[src/shared/ptec_regs.svh]
// Purpose: Constants for the pattern trigger and event control block.
// Assumes: Included by its bare name from the design files.
// Notes: Source and event codes are shared by all select ports.
//
// Notes on behaviour
// Start, pause, script triggers arrive asynchronously; reaction takes some cycles.
// Ready, data-active and marker events leave aligned with generated data; ready here comes from the state and skips the position delay.
// Start fires on chosen edge of one function line or trigger bus line.
// A software start acts exactly like a hardware start.
// Start can be driven onto function lines or trigger bus lines 0-6.
// Pause is a level; generation halts while it is high; any source.
// Pause can be driven onto function lines or trigger bus lines 0-6.
// Four script triggers, each edge or level, hardware line or software.
// Each script trigger can be driven onto function or bus lines 0-6.
// Ready-for-start can be driven onto function or bus lines 0-6.
// Data-active goes to function lines only, never to the bus.
// Each of four markers can go to function or bus lines 0-6.
// Fetched words pass through position delay before the channel drivers.
// A driver floats when idle state or software asks for tristate.
// Open-collector channels float on a 1 and drive only a 0.
// Each channel drives and acquires at the same time.
// Two comparator outputs merge into one bit by the chosen method.
// Acquisition stores words only after start and while not paused.
// Data and clock shifting work only above 25 MHz.
// Idle, wait for start with ready asserted, run, then done.
// Hysteresis: mid-band repeats last level; below low 0, above high 1.
// Validity: mid-band gives 1, above high or below low gives 0.
// Every hardware trigger line passes two flip-flops before detection.
// Level triggers act every cycle; edge triggers once per transition.
`ifndef PTEC_REGS_SVH
`define PTEC_REGS_SVH

// Trigger sources: 0-3 function lines, 4-11 trigger bus lines, else none
`define PTEC_SRC_COUNT 4'd12
`define PTEC_SRC_NONE 4'hf

// Event codes for the output line selects
`define PTEC_EV_NONE 4'h0
`define PTEC_EV_START 4'h1
`define PTEC_EV_PAUSE 4'h2
`define PTEC_EV_SCRIPT0 4'h3
`define PTEC_EV_READY 4'h7
`define PTEC_EV_ACTIVE 4'h8
`define PTEC_EV_MARKER0 4'h9

// Shifting threshold in kHz
`define PTEC_SHIFT_MIN_KHZ 18'd25000

// Reset values
`define PTEC_ZERO20 20'h00000
`define PTEC_ONES20 20'hfffff
`define PTEC_ZERO2 2'h0

`endif

[src/shared/ptec_pkg.sv]
// Purpose: Types for the pattern trigger and event control block.
// Assumes: Compiled before the design modules.
// Notes: Numeric constants live in ptec_regs.svh.
package ptec_pkg;

  typedef enum logic [1:0] {
    PTEC_IDLE,
    PTEC_WAIT_START,
    PTEC_RUN,
    PTEC_DONE
  } ptec_state_type;

  typedef enum logic {
    PTEC_HYSTERESIS,
    PTEC_VALIDITY
  } ptec_interp_type;

endpackage : ptec_pkg

[src/ptec_buf.sv]
// Purpose: Two-entry buffer in the generation data path.
// Assumes: Source and sink share core_clk_in.
// Notes: in_ready_out is registered so a stall never drops a word.
`timescale 1ns/1ps
`default_nettype none
module ptec_buf (
  // Clock and reset
  input wire logic core_clk_in,
  input wire logic rst_in,
  input wire logic clk_en_in,
  // Fill side
  input wire logic [24:0] in_data_in,
  input wire logic in_valid_in,
  output logic in_ready_out,
  // Drain side
  output logic [24:0] out_data_out,
  output logic out_valid_out,
  input wire logic out_ready_in
);
  logic [24:0] mem_reg [2];
  logic wr_ptr_reg;
  logic rd_ptr_reg;
  logic [1:0] count_reg;
  logic [1:0] count_next;
  logic ready_reg;
  wire push = in_valid_in && ready_reg;
  wire pop = out_ready_in && (count_reg != 2'h0);

  assign count_next = (push && !pop) ? count_reg + 2'h1 :
                      (!push && pop) ? count_reg - 2'h1 : count_reg;
  assign in_ready_out = ready_reg;
  assign out_valid_out = (count_reg != 2'h0);
  assign out_data_out = mem_reg[rd_ptr_reg];

  always_ff @(posedge core_clk_in) begin
    if (rst_in) begin
      wr_ptr_reg <= 1'b0;
      rd_ptr_reg <= 1'b0;
      count_reg <= 2'h0;
      ready_reg <= 1'b0;
    end else if (clk_en_in) begin
      if (push) begin
        wr_ptr_reg <= !wr_ptr_reg;
      end
      if (pop) begin
        rd_ptr_reg <= !rd_ptr_reg;
      end
      count_reg <= count_next;
      ready_reg <= (count_next != 2'h2);
    end
  end

  always_ff @(posedge core_clk_in) begin
    if (clk_en_in && push) begin
      mem_reg[wr_ptr_reg] <= in_data_in;
    end
  end
endmodule : ptec_buf
`default_nettype wire

[src/ptec_top.sv]
// Purpose: Trigger, event, channel and acquisition control around the
//          pattern generation engine.
// Assumes: Trigger lines and comparators are asynchronous; all other
//          inputs come from logic on core_clk_in.
// Notes: Output lines are two-way pins; oe_n low means this block drives.
`timescale 1ns/1ps
`default_nettype none
`include "ptec_regs.svh"
module ptec_top (
  // Clock, reset, enable
  input wire logic core_clk_in,
  input wire logic rst_in,
  input wire logic clk_en_in,
  // Trigger pins
  input wire logic [3:0] front_function_line_in,
  input wire logic [7:0] board_sync_trigger_bus_in,
  // Trigger configuration and software triggers
  input wire logic [3:0] start_src_sel_in,
  input wire logic start_falling_in,
  input wire logic sw_start_in,
  input wire logic [3:0] pause_src_sel_in,
  input wire logic sw_pause_in,
  input wire logic [15:0] script_src_sel_in,
  input wire logic [3:0] script_level_mode_in,
  input wire logic [3:0] sw_script_in,
  // Event routing and line outputs
  input wire logic [15:0] func_route_sel_in,
  input wire logic [27:0] bus_route_sel_in,
  output logic [3:0] front_function_line_out,
  output logic [3:0] front_function_line_oe_n_out,
  output logic [6:0] board_sync_trigger_bus_out,
  output logic [6:0] board_sync_trigger_bus_oe_n_out,
  // Engine control
  input wire logic initiate_in,
  input wire logic abort_in,
  output var ptec_pkg::ptec_state_type engine_state_out,
  output logic [3:0] script_trig_out,
  // Generation stream from memory fetch
  input wire logic [19:0] gen_data_in,
  input wire logic [3:0] gen_marker_in,
  input wire logic gen_last_in,
  input wire logic gen_valid_in,
  output logic gen_ready_out,
  // Channel drivers
  input wire logic [19:0] open_collector_in,
  input wire logic [19:0] idle_tristate_in,
  input wire logic [19:0] sw_tristate_in,
  output logic [19:0] pattern_channel_out,
  output logic [19:0] pattern_channel_oe_n_out,
  // Acquisition
  input wire logic [19:0] comp_high_in,
  input wire logic [19:0] comp_low_in,
  input wire ptec_pkg::ptec_interp_type interp_sel_in,
  input wire logic acq_enable_in,
  output logic [19:0] acq_data_out,
  output logic acq_write_out,
  // Timing position
  input wire logic [17:0] sample_freq_khz_in,
  input wire logic [1:0] gen_delay_in,
  input wire logic [1:0] acq_delay_in,
  input wire logic [1:0] clk_export_delay_in,
  output logic [1:0] clk_export_delay_out,
  output logic shift_allowed_out
);
  import ptec_pkg::*;

  // ----
  // Input synchronisers
  // ----
  logic [11:0] trig_s1_reg;
  logic [11:0] trig_s2_reg;
  logic [11:0] trig_prev_reg;
  logic [19:0] hi_s1_reg;
  logic [19:0] hi_s2_reg;
  logic [19:0] lo_s1_reg;
  logic [19:0] lo_s2_reg;

  always_ff @(posedge core_clk_in) begin
    if (rst_in) begin
      trig_s1_reg <= 12'h000;
      trig_s2_reg <= 12'h000;
      trig_prev_reg <= 12'h000;
      hi_s1_reg <= `PTEC_ZERO20;
      hi_s2_reg <= `PTEC_ZERO20;
      lo_s1_reg <= `PTEC_ZERO20;
      lo_s2_reg <= `PTEC_ZERO20;
    end else if (clk_en_in) begin
      trig_s1_reg <= {board_sync_trigger_bus_in, front_function_line_in};
      trig_s2_reg <= trig_s1_reg;
      trig_prev_reg <= trig_s2_reg;
      hi_s1_reg <= comp_high_in;
      hi_s2_reg <= hi_s1_reg;
      lo_s1_reg <= comp_low_in;
      lo_s2_reg <= lo_s1_reg;
    end
  end

  // ----
  // Trigger detection
  // ----
  function automatic logic pick(input logic [11:0] v, input logic [3:0] s);
    pick = (s < `PTEC_SRC_COUNT) ? v[s] : 1'b0;
  endfunction : pick

  wire start_now = pick(trig_s2_reg, start_src_sel_in);
  wire start_old = pick(trig_prev_reg, start_src_sel_in);
  wire start_edge = start_falling_in ? (!start_now && start_old) :
                                       (start_now && !start_old);
  wire start_fire = start_edge || sw_start_in;
  wire pause_level = pick(trig_s2_reg, pause_src_sel_in) || sw_pause_in;
  logic [3:0] script_hit;

  genvar gi;
  generate
    for (gi = 0; gi < 4; gi++) begin : g_script
      wire [3:0] sel = script_src_sel_in[gi*4 +: 4];
      wire now = pick(trig_s2_reg, sel);
      wire old = pick(trig_prev_reg, sel);
      assign script_hit[gi] = (script_level_mode_in[gi] ? now : (now && !old))
                              || sw_script_in[gi];
    end
  endgenerate

  // ----
  // Engine state
  // ----
  ptec_state_type state_reg;
  ptec_state_type state_next;
  logic [24:0] buf_data;
  logic buf_valid;
  wire drain = (state_reg == PTEC_RUN) && !pause_level;
  wire take = drain && buf_valid;

  always_comb begin
    state_next = state_reg;
    unique case (state_reg)
      PTEC_IDLE: begin
        if (initiate_in) state_next = PTEC_WAIT_START;
      end
      PTEC_WAIT_START: begin
        if (start_fire) state_next = PTEC_RUN;
      end
      PTEC_RUN: begin
        if (take && buf_data[24]) state_next = PTEC_DONE;
      end
      PTEC_DONE: begin
        if (initiate_in) state_next = PTEC_WAIT_START;
      end
    endcase
    if (abort_in) state_next = PTEC_IDLE;
  end

  ptec_buf u_buf (
    .core_clk_in(core_clk_in),
    .rst_in(rst_in),
    .clk_en_in(clk_en_in),
    .in_data_in({gen_last_in, gen_marker_in, gen_data_in}),
    .in_valid_in(gen_valid_in),
    .in_ready_out(gen_ready_out),
    .out_data_out(buf_data),
    .out_valid_out(buf_valid),
    .out_ready_in(drain)
  );

  // ----
  // Generation stage and position delay
  // ----
  logic [19:0] st_data_reg;
  logic [3:0] st_marker_reg;
  logic st_active_reg;
  logic [44:0] gen_pipe_reg [4];
  logic [44:0] gen_sel_reg;
  wire shift_ok = sample_freq_khz_in > `PTEC_SHIFT_MIN_KHZ;
  wire [1:0] gen_dly = shift_ok ? gen_delay_in : `PTEC_ZERO2;
  wire [1:0] acq_dly = shift_ok ? acq_delay_in : `PTEC_ZERO2;
  wire idle_now = (state_reg != PTEC_RUN);
  wire [19:0] tri_now = sw_tristate_in
                        | (idle_now ? idle_tristate_in : `PTEC_ZERO20)
                        | (open_collector_in & st_data_reg);

  always_ff @(posedge core_clk_in) begin
    if (rst_in) begin
      state_reg <= PTEC_IDLE;
      st_data_reg <= `PTEC_ZERO20;
      st_marker_reg <= 4'h0;
      st_active_reg <= 1'b0;
    end else if (clk_en_in) begin
      state_reg <= state_next;
      st_active_reg <= take;
      st_marker_reg <= take ? buf_data[23:20] : 4'h0;
      if (take) begin
        st_data_reg <= buf_data[19:0];
      end
    end
  end

  always_ff @(posedge core_clk_in) begin
    if (rst_in) begin
      gen_pipe_reg[0] <= {5'h00, `PTEC_ONES20, `PTEC_ZERO20};
    end else if (clk_en_in) begin
      gen_pipe_reg[0] <= {st_active_reg, st_marker_reg, tri_now, st_data_reg};
    end
  end

  generate
    for (gi = 1; gi < 4; gi++) begin : g_gpipe
      always_ff @(posedge core_clk_in) begin
        if (rst_in) begin
          gen_pipe_reg[gi] <= {5'h00, `PTEC_ONES20, `PTEC_ZERO20};
        end else if (clk_en_in) begin
          gen_pipe_reg[gi] <= gen_pipe_reg[gi-1];
        end
      end
    end
  endgenerate

  always_ff @(posedge core_clk_in) begin
    if (rst_in) begin
      gen_sel_reg <= {5'h00, `PTEC_ONES20, `PTEC_ZERO20};
      clk_export_delay_out <= `PTEC_ZERO2;
      shift_allowed_out <= 1'b0;
    end else if (clk_en_in) begin
      gen_sel_reg <= gen_pipe_reg[gen_dly];
      clk_export_delay_out <= shift_ok ? clk_export_delay_in
                                       : `PTEC_ZERO2;
      shift_allowed_out <= shift_ok;
    end
  end

  assign pattern_channel_out = gen_sel_reg[19:0];
  assign pattern_channel_oe_n_out = gen_sel_reg[39:20];

  // ----
  // Acquisition
  // ----
  logic [19:0] hyst_reg;
  logic [19:0] hyst_next;
  logic [19:0] merged;
  logic acq_run_reg;
  logic [20:0] acq_pipe_reg [4];
  logic [20:0] acq_sel_reg;
  wire acq_store = acq_run_reg && acq_enable_in && !pause_level;

  generate
    for (gi = 0; gi < 20; gi++) begin : g_interp
      assign hyst_next[gi] = hi_s2_reg[gi] ? 1'b1 :
                             !lo_s2_reg[gi] ? 1'b0 : hyst_reg[gi];
      assign merged[gi] = (interp_sel_in == PTEC_VALIDITY) ?
                          (lo_s2_reg[gi] && !hi_s2_reg[gi]) :
                          hyst_next[gi];
    end
  endgenerate

  always_ff @(posedge core_clk_in) begin
    if (rst_in) begin
      hyst_reg <= `PTEC_ZERO20;
      acq_run_reg <= 1'b0;
      acq_pipe_reg[0] <= 21'h000000;
    end else if (clk_en_in) begin
      hyst_reg <= hyst_next;
      if (!acq_enable_in) begin
        acq_run_reg <= 1'b0;
      end else if (start_fire) begin
        acq_run_reg <= 1'b1;
      end
      acq_pipe_reg[0] <= {acq_store, merged};
    end
  end

  generate
    for (gi = 1; gi < 4; gi++) begin : g_apipe
      always_ff @(posedge core_clk_in) begin
        if (rst_in) begin
          acq_pipe_reg[gi] <= 21'h000000;
        end else if (clk_en_in) begin
          acq_pipe_reg[gi] <= acq_pipe_reg[gi-1];
        end
      end
    end
  endgenerate

  always_ff @(posedge core_clk_in) begin
    if (rst_in) begin
      acq_sel_reg <= 21'h000000;
    end else if (clk_en_in) begin
      acq_sel_reg <= acq_pipe_reg[acq_dly];
    end
  end

  assign acq_data_out = acq_sel_reg[19:0];
  assign acq_write_out = acq_sel_reg[20];

  // ----
  // Events and line routing
  // ----
  logic start_ev_reg;
  logic pause_ev_reg;
  logic ready_ev_reg;
  logic [15:0] events;

  always_ff @(posedge core_clk_in) begin
    if (rst_in) begin
      start_ev_reg <= 1'b0;
      pause_ev_reg <= 1'b0;
      ready_ev_reg <= 1'b0;
      script_trig_out <= 4'h0;
    end else if (clk_en_in) begin
      start_ev_reg <= start_fire && (state_reg == PTEC_WAIT_START);
      pause_ev_reg <= pause_level;
      ready_ev_reg <= (state_next == PTEC_WAIT_START);
      script_trig_out <= (state_reg == PTEC_RUN) ? script_hit : 4'h0;
    end
  end

  // Active and markers come from the delayed word so they stay aligned
  assign events = {3'h0, gen_sel_reg[43:40], gen_sel_reg[44], ready_ev_reg,
                   script_trig_out, pause_ev_reg, start_ev_reg,
                   1'b0};
  assign engine_state_out = state_reg;

  generate
    for (gi = 0; gi < 4; gi++) begin : g_func
      wire [3:0] sel = func_route_sel_in[gi*4 +: 4];
      always_ff @(posedge core_clk_in) begin
        if (rst_in) begin
          front_function_line_out[gi] <= 1'b0;
          front_function_line_oe_n_out[gi] <= 1'b1;
        end else if (clk_en_in) begin
          front_function_line_out[gi] <= events[sel];
          front_function_line_oe_n_out[gi] <= (sel == `PTEC_EV_NONE);
        end
      end
    end
    for (gi = 0; gi < 7; gi++) begin : g_bus
      wire [3:0] sel = bus_route_sel_in[gi*4 +: 4];
      wire off = (sel == `PTEC_EV_NONE) || (sel == `PTEC_EV_ACTIVE);
      always_ff @(posedge core_clk_in) begin
        if (rst_in) begin
          board_sync_trigger_bus_out[gi] <= 1'b0;
          board_sync_trigger_bus_oe_n_out[gi] <= 1'b1;
        end else if (clk_en_in) begin
          board_sync_trigger_bus_out[gi] <= off ? 1'b0 : events[sel];
          board_sync_trigger_bus_oe_n_out[gi] <= off;
        end
      end
    end
  endgenerate
endmodule : ptec_top
`default_nettype wire

[config.mk]
export PLATFORM = sky130hd
export DESIGN_NAME = ptec_top
export DESIGN_NICKNAME = d
export VERILOG_FILES = /design/src/shared/ptec_pkg.sv /design/src/ptec_buf.sv /design/src/ptec_top.sv
export VERILOG_INCLUDE_DIRS = /design/src /design/src/shared
export SDC_FILE = /design/constraint.sdc
export NUM_CORES = 1
export LEC_CHECK = 0
export ABC_AREA = 0
export BUFFER_PORTS_ARGS = -buffer_cell sky130_fd_sc_hd__buf_2
export CAP_MARGIN = 20
export CORE_MARGIN = 4
export CORE_UTILIZATION = 40
export DETAILED_ROUTE_END_ITERATION = 8
export GPL_ROUTABILITY_DRIVEN = 1
export GPL_TIMING_DRIVEN = 0
export PLACE_DENSITY = 0.61
export SLEW_MARGIN = 20
export SYNTH_ARGS = -nofsm -noshare
export SYNTH_HDL_FRONTEND = slang
export SYNTH_SLANG_ARGS = --single-unit
[constraint.sdc]
create_clock -name core_clk_in -period 25.7 [get_ports core_clk_in]
set_clock_uncertainty 0.05 [all_clocks]
set_input_delay 5.14 -clock core_clk_in [delete_from_list [all_inputs] [get_ports core_clk_in]]
set_output_delay 5.14 -clock core_clk_in [all_outputs]
set_load 0.03 [all_outputs]
* Word-level counts from Yosys, hierarchy flattened *
Memories as Yosys holds them, arrays and structs flattened. A register that Yosys moved wholly into a read port is not among the register bits.
Cells that the tools add are included.

storage, ports and cells
  memory bits (writable) = 314
  word-level logic and storage cells = 355
  memories = 3
  bits of input ports = 248
  flip-flop bits (word level) = 201

memories
  name           depth  width  read ports  clocked after Yosys merged registers in  wr ports  RTL line         text
  gen_pipe_reg   4      45     4           1                                        4         ptec_top.sv:171  logic [44:0] gen_pipe_reg [4];
  acq_pipe_reg   4      21     4           1                                        4         ptec_top.sv:240  logic [20:0] acq_pipe_reg [4];
  u_buf.mem_reg  2      25     1           1                                        1         ptec_buf.sv:20   logic [24:0] mem_reg [2];

operators by class
  reductions and logical operators = 97
  $add $sub $neg = 2
  bitwise logic cells = 11
  equal/unequal tests = 14
  multiplexer cells = 159
  order comparisons = 24

operators with widths
  cell                  number
  $mux 45               4
  $mux 1                116
  $bmux 1 s4            22
  $lt 4x5->1 const B    17
  $mux 21               4
  $logic_not 4->1       11
  $or 20x20->20         2
  $logic_and 1x1->1     36
  $logic_not 1->1       31
  $eq 4x4->1 const B    7
  $lt 4x4->1 const B    6
  $and 20x20->20        1
  $mux 20               1
  $gt 18x15->1 const B  1
  $mux 2                9
  $logic_or 1x1->1      13
  $mux 4                2
  $or 1x1->1            8
  $pmux 2 s3            1
  $reduce_and 2->1      3
  $eq 2x1->1 const B    2
  $eq 2x2->1 const B    2
  $ne 2x2->1 const B    2
  $add 2x1->2 const B   1
  other kinds (5)       5

* Depth between registers and ports, before layout *
Gate-level depths: netlist of the first run.

  depth in word-level cells = 12
  depth in mapped cells = 9
  depth with buffers taken out = 8

* Hierarchy *
From an unflattened synthesis of the first run, not the netlist that was laid out.

unflattened totals
  cell total of the unflattened synthesis = 2161
  area total of the unflattened synthesis = 25615.8 um^2

by module, submodules not included
  module    area each (um^2)  cells an instance  times used
  ptec_top  23480.0           2043               1
  ptec_buf  2135.8            118                1

* Worst setup path before layout of the first run *
Ideal clock, no wire load.

  path kind = input to register
  from = in rst_in
  to = mem acq_pipe_reg[0][0] (enable)
  stages on the path = 4
  data arrival time = 12.887 ns
  path buffers = 2
  path slack = 12.030 ns
  path through = clkbuf_1 > nor2_1 > inv_1 > clkbuf_1

RTL lines
  element             RTL line         text
  start: declaration  ptec_top.sv:12   input wire logic rst_in,
  end: declaration    ptec_top.sv:240

* Final worst setup path of the first run *
  from = in clk_en_in
  to = mem u_buf.mem_reg[1][12] (enable)

between the ends
  cells in the longest elaborated chain, start to end = 3

RTL lines
  element                       RTL line        text
  start: declaration            ptec_top.sv:13  input wire logic clk_en_in,
  $logic_and 1x1->1             ptec_buf.sv:54  if (clk_en_in && push) begin
  $mux 1                        ptec_buf.sv:54
  $mux 1 (implied by the code)  ptec_buf.sv:55  mem_reg[wr_ptr_reg] <= in_data_in;
  end: declaration              ptec_buf.sv:20

Every way passes these cells.

==> results by group, run 1 <==
Route
  – DR top layer: met5
  – WL per Instance: 22.5 µm
  – Vias post-DR: 19900
  – Length of the first detailed-routing pass in iterations: 5
  – Final ANT Viol Nets: 0
  – Met3 Wirelength: 7.30 mm
  – Final wirelength: 80.2 mm
  – Routed wire length on met2: 36.0 mm
  – M1 wire length: 34.0 mm
  – Residual DRC count: 0
  – Initial DRC count: 1915
  – Vias per inst: 5.59

Placed design
  – IO buf count: 331
  – Hpwl dp: 60.3 mm
  – Worst slack, placed: 17.76 ns
  – Final GP Congestion: 0.899

Power and ir drop
  – Pwr Total: 0.00214 W
  – P per Cell Area: 70.6 mW/mm²
  – P_leak: 12.0 nW
  – Peak supply drop: 0.0462 mV

Layout
  – Synthesis-to-layout area growth: 19.3%
  – Final #Nets: 2903
  – Max FFs per register: 180
  – Most frequent cells in the layout: buf_2, edfxtp_1, dfxtp_1
  – Commonest non-fill, non-tap cell in the layout: buf_2
  – Share of cells above drive strength 1: 22.4%

Floorplanning
  – Die H: 260 µm
  – Die Area: 0.0677 mm²
  – FP Rows: 92
  – # IOs: 341
  – Initial Util: 40.4%
  – Chip Width: 260 µm
  – Core area: 0.0630 mm²

Synthesis
  – Asr flop ratio synth: 0%
  – Synthesis-stage register bit count: 582
  – Post-synth EDFFs: 314
  – Syn_nets: 2502
  – Mapped Cells: 2250
  – Seq/Total Area, Yosys: 58.2%
  – Mapped Area: 0.0254 mm²
  – Unique cell type count in the Yosys netlist: 65
  – Dominant synthesized flop cell: edfxtp_1
  – Synth warn: 0
  – Mapped Avg Cell Area: 11.3 µm²

Worst setup path
  – Largest fanout on the critical path: 25
  – Critical path type: in -> reg
  – Critical path data required time: 25.89 ns
  – Crit end category: register
  – Crit start category: primary input
  – WP data arrival: 7.55 ns

Clocking
  – H-tree levels: 2
  – Worst-path clk slew: 0.06 ns
  – Post-CTS Resized: 0
  – CTS Buffer Depth: 3
  – CTS tree: done
  – CTS Buf Count: 61
  – Clock Sinks: 582
  – Setup repair bufs after CTS: 0
  – # hold bufs at CTS: 0
  – Skew-Pair Late Insertion Delay: 0.63 ns
  – Clock Tree Root: clkbuf_16

STA
  – Setup TNS: 0 ns
  – Hold Vio Cnt, Final: 0
  – Slew headroom: 40.0%
  – Fin crit period: 7.36 ns
  – Count of final setup violators: 0
  – Unrepaired setup endpoints after global routing: false
  – Slew Limit Fails: 0
  – Period utilisation layout: 28.6%
  – Final worst slack: 18.34 ns
  – Worst slew pin tran: 0.900 ns
  – Fmax: 136 MHz

Global route
  – First-pass GRT wire length: 119 mm
  – Global Route Usage Sum: 22.8%
  – Antenna violations before repair: 15
  – Largest net degree at the start of global routing: 56
  – Total grt overflow: 0
  – Vias in the first global route: 19500

Job
  – Max-Cap Viols: 0

Hold path
  – Worst Hold Class: reg -> reg

Status
  – Status: finished, final reports clean
## power breakdown
| group | total (W) | switching (W) | leakage [nW] | internal [W] |
|---|---|---|---|---|
| sequential | 0.00105 | 0.0000253 | 5.30 | 0.00102 |
| combinational | 0.000218 | 0.000136 | 5.76 | 0.0000813 |
| clock | 0.000877 | 0.000364 | 0.974 | 0.000512 |
## cell usage after synthesis, types with 2 or more instances
| cell | instances | area [µm²] |
|---|---|---|
| o41ai_1 | 4 | 35.0 |
| xor2_1 | 2 | 17.5 |
| nand2b_1 | 7 | 43.8 |
| and3_1 | 165 | 1030 |
| a22oi_1 | 31 | 233 |
| a21oi_1 | 111 | 556 |
| nor3b_1 | 4 | 30.0 |
| buf_6 | 2 | 22.5 |
| buf_1 | 9 | 33.8 |
| nor2_1 | 242 | 908 |
| mux2_2 | 61 | 687 |
| o22a_1 | 46 | 403 |
| o221ai_1 | 9 | 78.8 |
| dfxtp_1 | 268 | 5370 |
| buf_2 | 18 | 90.1 |
| a221oi_1 | 8 | 70.1 |
| edfxtp_1 | 314 | 9430 |
| a31oi_1 | 3 | 18.8 |
| nand3b_1 | 3 | 22.5 |
| mux4_1 | 2 | 52.6 |
| inv_1 | 28 | 105 |
| nor2b_1 | 13 | 81.3 |
| ha_1 | 4 | 50.1 |
| a31o_2 | 3 | 26.3 |
| o211ai_1 | 3 | 22.5 |
| a22o_1 | 22 | 193 |
| mux2i_1 | 153 | 1530 |
| o22ai_1 | 45 | 282 |
| buf_4 | 40 | 300 |
| nand2_1 | 145 | 544 |
| nand3_1 | 22 | 110 |
| or3_1 | 62 | 388 |
| a32o_1 | 2 | 20.0 |
| or2_2 | 4 | 25.0 |
| o21ai_0 | 174 | 871 |
| mux4_2 | 39 | 878 |
| clkbuf_1 | 144 | 541 |
| nor3_1 | 11 | 55.1 |
## path summary, 6_finish.rpt
| path | startpoint | endpoint | slack [ns] | depth (start not counted) |
|---|---|---|---|---|
| max | clk_en_in | u_buf.mem_reg[1][12] | 18.34 | 5 |
| min | acq_sel_reg[7] | acq_sel_reg[7] | 0.39 | 2 |
| max reg2reg | engine_state_out[0] | st_data_reg[2] | 23.07 | 9 |
| min reg2reg | acq_sel_reg[7] | acq_sel_reg[7] | 0.39 | 2 |
## critical path, stage by stage
cell      delay [ns]
buf_2           0.14
clkbuf_1        0.34
clkbuf_1        0.59
clkbuf_1        0.54
and3_2          0.76
## stage by stage
step	hold WS (ns)	cell area (µm²)	cells	utilization [%]
2_1_floorplan	0.366	25400	2250	-
3_3_place_gp	0.377	28100	3427	44.7
3_5_place_dp	0.386	28300	3434	44.9
4_1_cts	0.395	30300	3546	48.1
5_1_grt	0.407	30300	3553	48.1
6_report	0.395	30300	3558	48.2
## final cells by class
cell class | instances | area [µm²]
fill | 5691 | 32600
timing repair buffer | 338 | 1800
sequential | 582 | 14800
clock buffer | 96 | 1810
multi-input combinational | 1427 | 9550
antenna | 12 | 30.0
clock inverter | 16 | 183
buffer | 213 | 991
inverter | 28 | 105
tap | 846 | 1060
## per-layer routing
metal	track usage [%]	up-vias
li1	-	9101
met1	31.9	9750
met2	34.8	879
met3	5.52	139
met4	8.17	6
met5	0	-
## cells by family after synthesis
| logic type | after synthesis | synth area share (%) |
|---|---|---|
| simple gates | 684 | 12.9 |
| flops | 582 | 58.2 |
| compound gates | 482 | 11.9 |
| mux | 255 | 12.4 |
| buf+inv | 241 | 4.30 |
| fa+ha+maj | 4 | 0.197 |
| xor+xnor | 2 | 0.0689 |
(Power assumes the default switching activity.)
==> inputs of run 2 (changes only) <==
Settings changed: ABC_AREA 0 to 1, PLACE_DENSITY 0.61 to 0.63.
Clock period 25.7 ns to 6.37 ns, I/O delays scaled along.
==> run 2 against run 1 <==
  * Sequential share of layout area shrank 0.95 points
  * First-iteration DRC count grew 1.0%
  * Cell area up 2.0%
  * Core utilization decreased by 0.19 points
  * Sequential cell count stayed put
  * Clock power rose to 4.2 times the previous value
  * Combinational power increased to 4.0 times the previous value
==> results by group, run 2 <==
Route
  – Vias per inst: 5.01 (-10%)
  – Initial DRC count: 1935 (+1.0%)
  – WL per Instance: 18.2 µm (-19%)
  – Length of the first detailed-routing pass in iterations: 6 (+1)
  – Final wirelength: 80.3 mm (about the same)
  – Residual DRC count: 0 (unchanged)
  – Vias post-DR: 22100 (+11%)
  – Final ANT Viol Nets: 0 (unchanged)

Synthesis
  – Post-synth top area cell: edfxtp_1
  – Syn_nets: 3366 (+35%)
  – Most common cell in the netlist: nand2_1
  – Share of the synthesized area in the top cell type: 36.2% (-0.88 points)
  – Seq/Total Area, Yosys: 56.8% (-1.4 points)
  – Synth warn: 0 (unchanged)
  – Mapped Cells: 3114 (+38%)
  – Top area cells in the synthesized netlist: edfxtp_1, dfxtp_1, nand2_1, inv_1, o21ai_0
  – Dominant synthesized flop cell: edfxtp_1
  – Post-synth EDFFs: 314 (unchanged)
  – Commonest cells in the netlist: nand2_1, inv_1, nor2_1, edfxtp_1, o21ai_0
  – Mapped Avg Cell Area: 8.36 µm² (-26%)
  – Synthesis-stage register bit count: 582 (unchanged)
  – Unique cell type count in the Yosys netlist: 43 (-34%)
  – Mapped Area: 0.0260 mm² (+2.4%)
  – Asr flop ratio synth: 0% (unchanged)

STA
  – Count of final setup violators: 0 (unchanged)
  – Fin crit period: 3.64 ns
  – Hold Vio Cnt, Final: 0 (unchanged)
  – Unrepaired setup endpoints after global routing: false
  – Slew Limit Fails: 0 (unchanged)
  – Period utilisation layout: 57.1%
  – Slew headroom: 24.3% (-16 points)
  – Fmax: 275 MHz
  – Worst slew pin tran: 1.14 ns (+0.235 ns)

Layout
  – Share of cells above drive strength 1: 14.8% (-7.6 points)
  – Max FFs per register: 180 (unchanged)
  – Utilization after layout: 48.0% (-0.19 points)
  – Synthesis-to-layout area growth: 18.8%
  – Commonest non-fill, non-tap cell in the layout: nand2_1
  – Final #Nets: 3763 (+30%)
  – Most frequent cells in the layout: nand2_1, inv_1, buf_2
  – Fillers: 6303 (+11%)
  – Post-Layout Inst Area: 0.0309 mm² (+2.0%)

Global route
  – Global Route Usage Sum: 22.2% (-0.63 points)
  – Vias in the first global route: 20800 (+6.5%)
  – Antenna violations before repair: 6 (-9)
  – First-pass GRT wire length: 121 mm (+1.8%)
  – Largest net degree at the start of global routing: 105 (+88%)
  – Total grt overflow: 0 (unchanged)

Hold path
  – Worst Hold Class: reg -> reg
  – Hold Startpoint: acq_sel_reg[17]
  – Hold Crit Depth: 2 (unchanged)

Worst setup path
  – Largest fanout on the critical path: 10 (-60%)
  – WP data arrival: 4.08 ns (-3.47 ns)
  – Reg2Reg Setup Slack: 4.19 ns (-18.88 ns)
  – Top delay family on crit path: simple AND/OR/NAND/NOR gates
  – Crit path to: acq_sel_reg[18]
  – Worst setup startpoint: sample_freq_khz_in[9]
  – Critical path type: in -> reg
  – Crit path depth: 14 (+9)
  – Chain of cells forming the critical path: buf_2 > inv_1 > nand2_1 > o31ai_1 > nand2_1 > nand2_4 > nand2_1 > inv_1 > nand2_1 > inv_1 > buf_4 > nand2_1 > nand3_1 > nand2_1
  – WP buf/inv: 5 (+1)
  – CP dominant cell by count: nand2_1
  – Reg2reg start: engine_state_out[0]
  – Critical path's largest stage delay: 0.58 ns (-0.18 ns)
  – Critical path data required time: 6.81 ns (-19.08 ns)
  – Worst r2r path cells: 9 (unchanged)
  – Critical path's slowest cell: o31ai_1
  – Crit end category: register
  – Crit start category: primary input
  – RR Endpoint: st_data_reg[11]

Placed design
  – Hpwl dp: 59.2 mm (-1.8%)
  – Placed Area: 0.0289 mm² (+2.0%)
  – IO buf count: 332 (+0.30%)
  – Final GP Congestion: 0.931 (+3.5%)

Clocking
  – # hold bufs at CTS: 0 (unchanged)
  – CTS Buffer Depth: 3 (unchanged)
  – Skew-Pair Late Insertion Delay: 0.64 ns (about the same)
  – Clock Tree Root: clkbuf_16
  – CTS Buf Count: 61 (unchanged)
  – Clock Sinks: 582 (unchanged)
  – Setup repair bufs after CTS: 0 (unchanged)
  – CTS tree: done
  – Post-CTS Resized: 0 (unchanged)
  – H-tree levels: 2 (unchanged)
  – Worst-path clk slew: 0.06 ns (about the same)

Floorplanning
  – # IOs: 341 (unchanged)
  – Chip Width: 263 µm (+1.2%)
  – FP Rows: 93 (+1.1%)
  – Core area: 0.0645 mm² (+2.4%)
  – Die H: 263 µm (+1.2%)
  – Initial Util: 40.4% (about the same)
  – Die Area: 0.0693 mm² (+2.3%)

Power and ir drop
  – P per Cell Area: 281 mW/mm² (+300%)
  – P_leak: 13.0 nW (+8.0%)
  – Peak supply drop: 0.210 mV (+350%)

Status
  – Status: finished, final reports clean

Job
  – Max-Cap Viols: 0 (unchanged)
[run 2: cell count changes after synthesis, moves of 71 or more]
cell	previous run	this run
mux2i_1	153	0
nand3_1	22	196
nand4_1	0	71
nand2_1	145	745
inv_1	28	398
and3_1	165	0
nor2_1	242	346
o21ai_0	174	275
[run 2: area by class of cell]
type	count	area, µm²	area share, %
well taps	855	1070	3.46
inverters	406	1520	4.93
clock inverters	30	340	1.10
plain buffers	207	1020	3.29
clock buffers	86	1720	5.57
flip-flops and latches	582	14800	47.8
multi-input cells	1919	8730	28.2
repair buffers	334	1720	5.55
diodes	2	5.00	0.0162
[run 2: metal layers]
metal	global-route usage [%]	wire, µm	part of all wire [%]
met5	0	47	0.059
met2	37.0	37900	47
met4	6.62	2370	2.9
met1	29.2	33800	42
met3	4.82	6190	7.7
[run 2: cell families (layout without fill, tap and decap cells)]
kind of cell               after synthesis  after routing  synth area share (%)
adders and majority gates                4              4                 0.192
xor gates and xnor gates                 1              1                0.0336
other                                    0              2                     0
and+or+nand+nor                       1380           1380                  21.9
DFF                                    582            582                  56.8
AOI/OAI and AO/OA                      534            534                  11.4
buffers and inverters                  613           1063                  9.71
[run 2: worst min-delay path by stage]
stage | endpoint | slack [ns]
final | acq_sel_reg[17] | 0.40
after global routing | board_sync_trigger_bus_out[4] | 0.42
after floorplan | ready_ev_reg | 0.38
after CTS | acq_sel_reg[17] | 0.40
after global placement | board_sync_trigger_bus_out[2] | 0.38
after detailed placement | acq_sel_reg[17] | 0.39
[run 2: stage by stage]
stage / power, W / cells / hold WS (ns) / TNS, ns / worst slack (ns)
after floorplan: 0.00477 / 3114 / 0.376 / 0 / 0.395
after global placement: 0.00513 / 4301 / 0.385 / -580.72 / -2.18
after detailed placement: 0.00513 / 4303 / 0.386 / 0 / 2.09
after CTS: 0.00876 / 4419 / 0.401 / 0 / 2.75
after global routing: 0.00903 / 4419 / 0.417 / 0 / 2.59
final: 0.00870 / 4421 / 0.399 / 0 / 2.73
[run 2: worst register-to-register path, cell delays in order, from the launching register on]
cell,delay [ns]
dfxtp_1,0.36
inv_1,0.13
ha_1,0.18
inv_1,0.21
nor2_1,0.34
nand2_2,0.12
nor2_4,0.18
buf_2,0.23
o21ai_0,0.09
a31oi_1,0.19
[run 2: report_power, final]
part / leakage, nW / switching, W / total (W) / internal (W)
clock: 0.999 / 0.00152 / 0.00365 / 0.00213
combinational: 6.69 / 0.000598 / 0.000864 / 0.000266
sequential: 5.29 / 0.0000737 / 0.00419 / 0.00411
total: 13.0 / 0.00219 / 0.00870 / 0.00651
==> inputs of run 3 (changes only) <==
Clock period 6.37 ns to 2.91 ns, I/O delays scaled along.
==> run 3 against run 2 <==
  * Routed wire length fell by 0.45%
  * Non-clock buffer count fell by 1
  * Worst hold slack got worse by 0.30 ns
  * Combinational power rose by 120%
  * Via count fell by 0.65%
  * Critical path depth fell by 2
  * Register-to-register slack got worse by 3.5 ns
  * Critical endpoint is now acq_sel_reg[17]
  * Highest routed layer unchanged
==> results by group, run 3 (synthesized netlist as in run 2, its figures left out) <==
Power and ir drop
  – Clk pwr share: 40.7% (-1.2 points)
  – Internal power: 0.0139 W (+110%)
  – P per Cell Area: 605 mW/mm² (+120%)
  – Reg power frac: 49.1% (+1.0 points)
  – Combinational share of power: 10.1% (+0.2 points)
  – Switching power total: 0.00474 W (+120%)
  – Peak supply drop: 0.484 mV (+130%)
  – P_leak: 12.9 nW (-0.46%)
  – Sw Share: 25.4% (+0.24 points)

Clocking
  – Clock Tree Root: clkbuf_16
  – Setup repair bufs after CTS: 0 (unchanged)
  – H-tree levels: 2 (unchanged)
  – Skew-Pair Late Insertion Delay: 0.62 ns (-0.02 ns)
  – CTS Buf Count: 60 (-1.6%)
  – CTS Buffer Depth: 3 (unchanged)
  – Worst-path clk slew: 0.06 ns (about the same)
  – CTS tree: done
  – Clock Sinks: 582 (unchanged)

Route
  – Initial DRC count: 1973 (+2.0%)
  – Vias per inst: 4.97 (-0.63%)
  – Vias post-DR: 22000 (-0.65%)
  – Final wirelength: 79.9 mm (-0.45%)
  – Length of the first detailed-routing pass in iterations: 6 (unchanged)
  – Residual DRC count: 0 (unchanged)
  – Final ANT Viol Nets: 0 (unchanged)
  – WL per Instance: 18.1 µm (-0.43%)

STA
  – Slew headroom: 22.6% (-1.7 points)
  – Slew Limit Fails: 0 (unchanged)
  – Worst slew pin tran: 1.16 ns (+0.0261 ns)
  – Hold Vio Cnt, Final: 0 (unchanged)
  – Fmax: 369 MHz
  – Count of final setup violators: 0 (unchanged)
  – Period utilisation layout: 93.1%
  – Fin crit period: 2.71 ns
  – Hold slack: 0.102 ns (-0.298 ns)
  – Unrepaired setup endpoints after global routing: false

Global route
  – Vias in the first global route: 20700 (-0.33%)
  – Total grt overflow: 0 (unchanged)
  – First-pass GRT wire length: 121 mm (-0.35%)
  – Largest net degree at the start of global routing: 97 (-7.6%)
  – Global Route Usage Sum: 22.1% (-0.088 points)
  – Antenna violations before repair: 12 (+6)

Worst setup path
  – Crit end category: register
  – Critical path's largest stage delay: 0.45 ns (-0.13 ns)
  – Crit start category: primary input
  – Critical path's slowest cell: nor4_2
  – CP dominant cell by count: nand2_1
  – WP data arrival: 3.15 ns (-0.93 ns)
  – Critical path data required time: 3.35 ns (-3.46 ns)
  – Critical path type: in -> reg
  – Largest fanout on the critical path: 10 (unchanged)
  – Chain of cells forming the critical path: buf_2 > inv_1 > nand2_1 > nor4_2 > nand3_2 > nand2_1 > inv_1 > nand2_1 > buf_2 > nand3_1 > nand3_1 > nand2_1
  – WP buf/inv: 4 (-1)
  – Top delay family on crit path: simple AND/OR/NAND/NOR gates

Placed design
  – IO buf count: 332 (unchanged)
  – Cell count after placement: 4303 (unchanged)
  – Final GP Congestion: 0.917 (-1.5%)
  – Hpwl dp: 58.7 mm (-0.93%)

Floorplanning
  – Chip Width: 263 µm (unchanged)
  – # IOs: 341 (unchanged)
  – Core area: 0.0645 mm² (unchanged)
  – Initial Util: 40.4% (unchanged)
  – FP Rows: 93 (unchanged)
  – Die H: 263 µm (unchanged)
  – Die Area: 0.0693 mm² (unchanged)

Layout
  – Most frequent cells in the layout: nand2_1, inv_1, buf_2
  – Finished Layout Cells: 4420 (-0.023%)
  – Area occupied by registers: 0.0148 mm² (unchanged)
  – Commonest non-fill, non-tap cell in the layout: nand2_1
  – Share of cells above drive strength 1: 14.7% (-0.044 points)
  – Final #Nets: 3761 (-0.053%)
  – Fillers: 6338 (+0.56%)
  – Max FFs per register: 180 (unchanged)
  – Footprint of the multi-input gates: 0.00874 mm² (about the same)
  – Synthesis-to-layout area growth: 18.4%

Status
  – Status: finished, final reports clean

Job
  – Max-Cap Viols: 0 (unchanged)

Hold path
  – Worst Hold Class: in -> reg
run 3: cell count changes in the layout (fill, tap and decap cells not counted), moves of 2 or more:
cell	before	now
clkinv_1	10	6
bufinv_16	6	3
clkbuf_1	135	140
clkinv_4	2	0
inv_6	1	3
diode_2	2	4
run 3: cell type report:
type                            count  share of cell area (%)
Sequential cell                   582                    48.0
Multi-Input combinational cell   1919                    28.4
Timing Repair Buffer              334                    5.57
Clock buffer                       89                    5.52
Inverter                          406                    4.94
Tap cell                          855                    3.47
Buffer                            206                    3.28
Clock inverter                     25                   0.820
Antenna cell                        4                  0.0325
run 3: path summary, 6_finish.rpt:
check | from | to | slack, ns | cells past startpoint
worst max-delay path | sample_freq_khz_in[6] | acq_sel_reg[17] | 0.20 | 12
worst min-delay path | gen_data_in[12] | u_buf.mem_reg[0][12] | 0.10 | 1
worst max register to register | trig_s2_reg[7] | st_data_reg[7] | 0.74 | 12
worst min register to register | clk_export_delay_out[0] | clk_export_delay_out[0] | 0.40 | 2
run 3: per-layer routing:
layer	GRT usage [%]	vias to the layer above	routed length, µm
met2	36.6	737	37500
met1	29.6	10100	34000
li1	-	11000	-
met3	4.24	144	5810
met4	6.90	14	2490
met5	0	-	82
run 3: worst register-to-register path, delay by kind of cell, from the launching register on:
kind	cells	cell delay, ns
buffers and inverters	3	0.54
and+or+nand+nor	6	0.62
AOI/OAI and AO/OA	3	0.52
DFF	1	0.36
run 3: repair_timing:
item                       4_1_cts  5_1_grt
setup endpoints to repair       87        2
resized for setup                1        1
hold buffers                     0        0
pin swaps                        0        0
hold endpoints to repair         0        0
run 3: metrics by stage:
| step | utilization, % | area, µm² | setup slack [ns] | TNS [ns] | total power, W |
|---|---|---|---|---|---|
| 2_1_floorplan | - | 26000 | 0.0302 | 0 | 0.0104 |
| 3_3_place_gp | 44.6 | 28800 | -1.49 | -469.11 | 0.0112 |
| 3_5_place_dp | 44.8 | 28900 | -0.678 | -211.75 | 0.0112 |
| 4_1_cts | 47.8 | 30800 | 0.0377 | 0 | 0.0188 |
| 5_1_grt | 47.8 | 30800 | 0.0317 | 0 | 0.0194 |
| 6_report | 47.8 | 30800 | 0.200 | 0 | 0.0187 |
run 3: power groups by stage:
stage | clock network [W] | logic [W] | registers, W
3_5_place_dp | 0 | 0.00188 | 0.00934
6_report | 0.00760 | 0.00189 | 0.00916
4_1_cts | 0.00775 | 0.00189 | 0.00916
3_3_place_gp | 0 | 0.00186 | 0.00934
2_1_floorplan | 0 | 0.00104 | 0.00939
5_1_grt | 0.00808 | 0.00209 | 0.00920
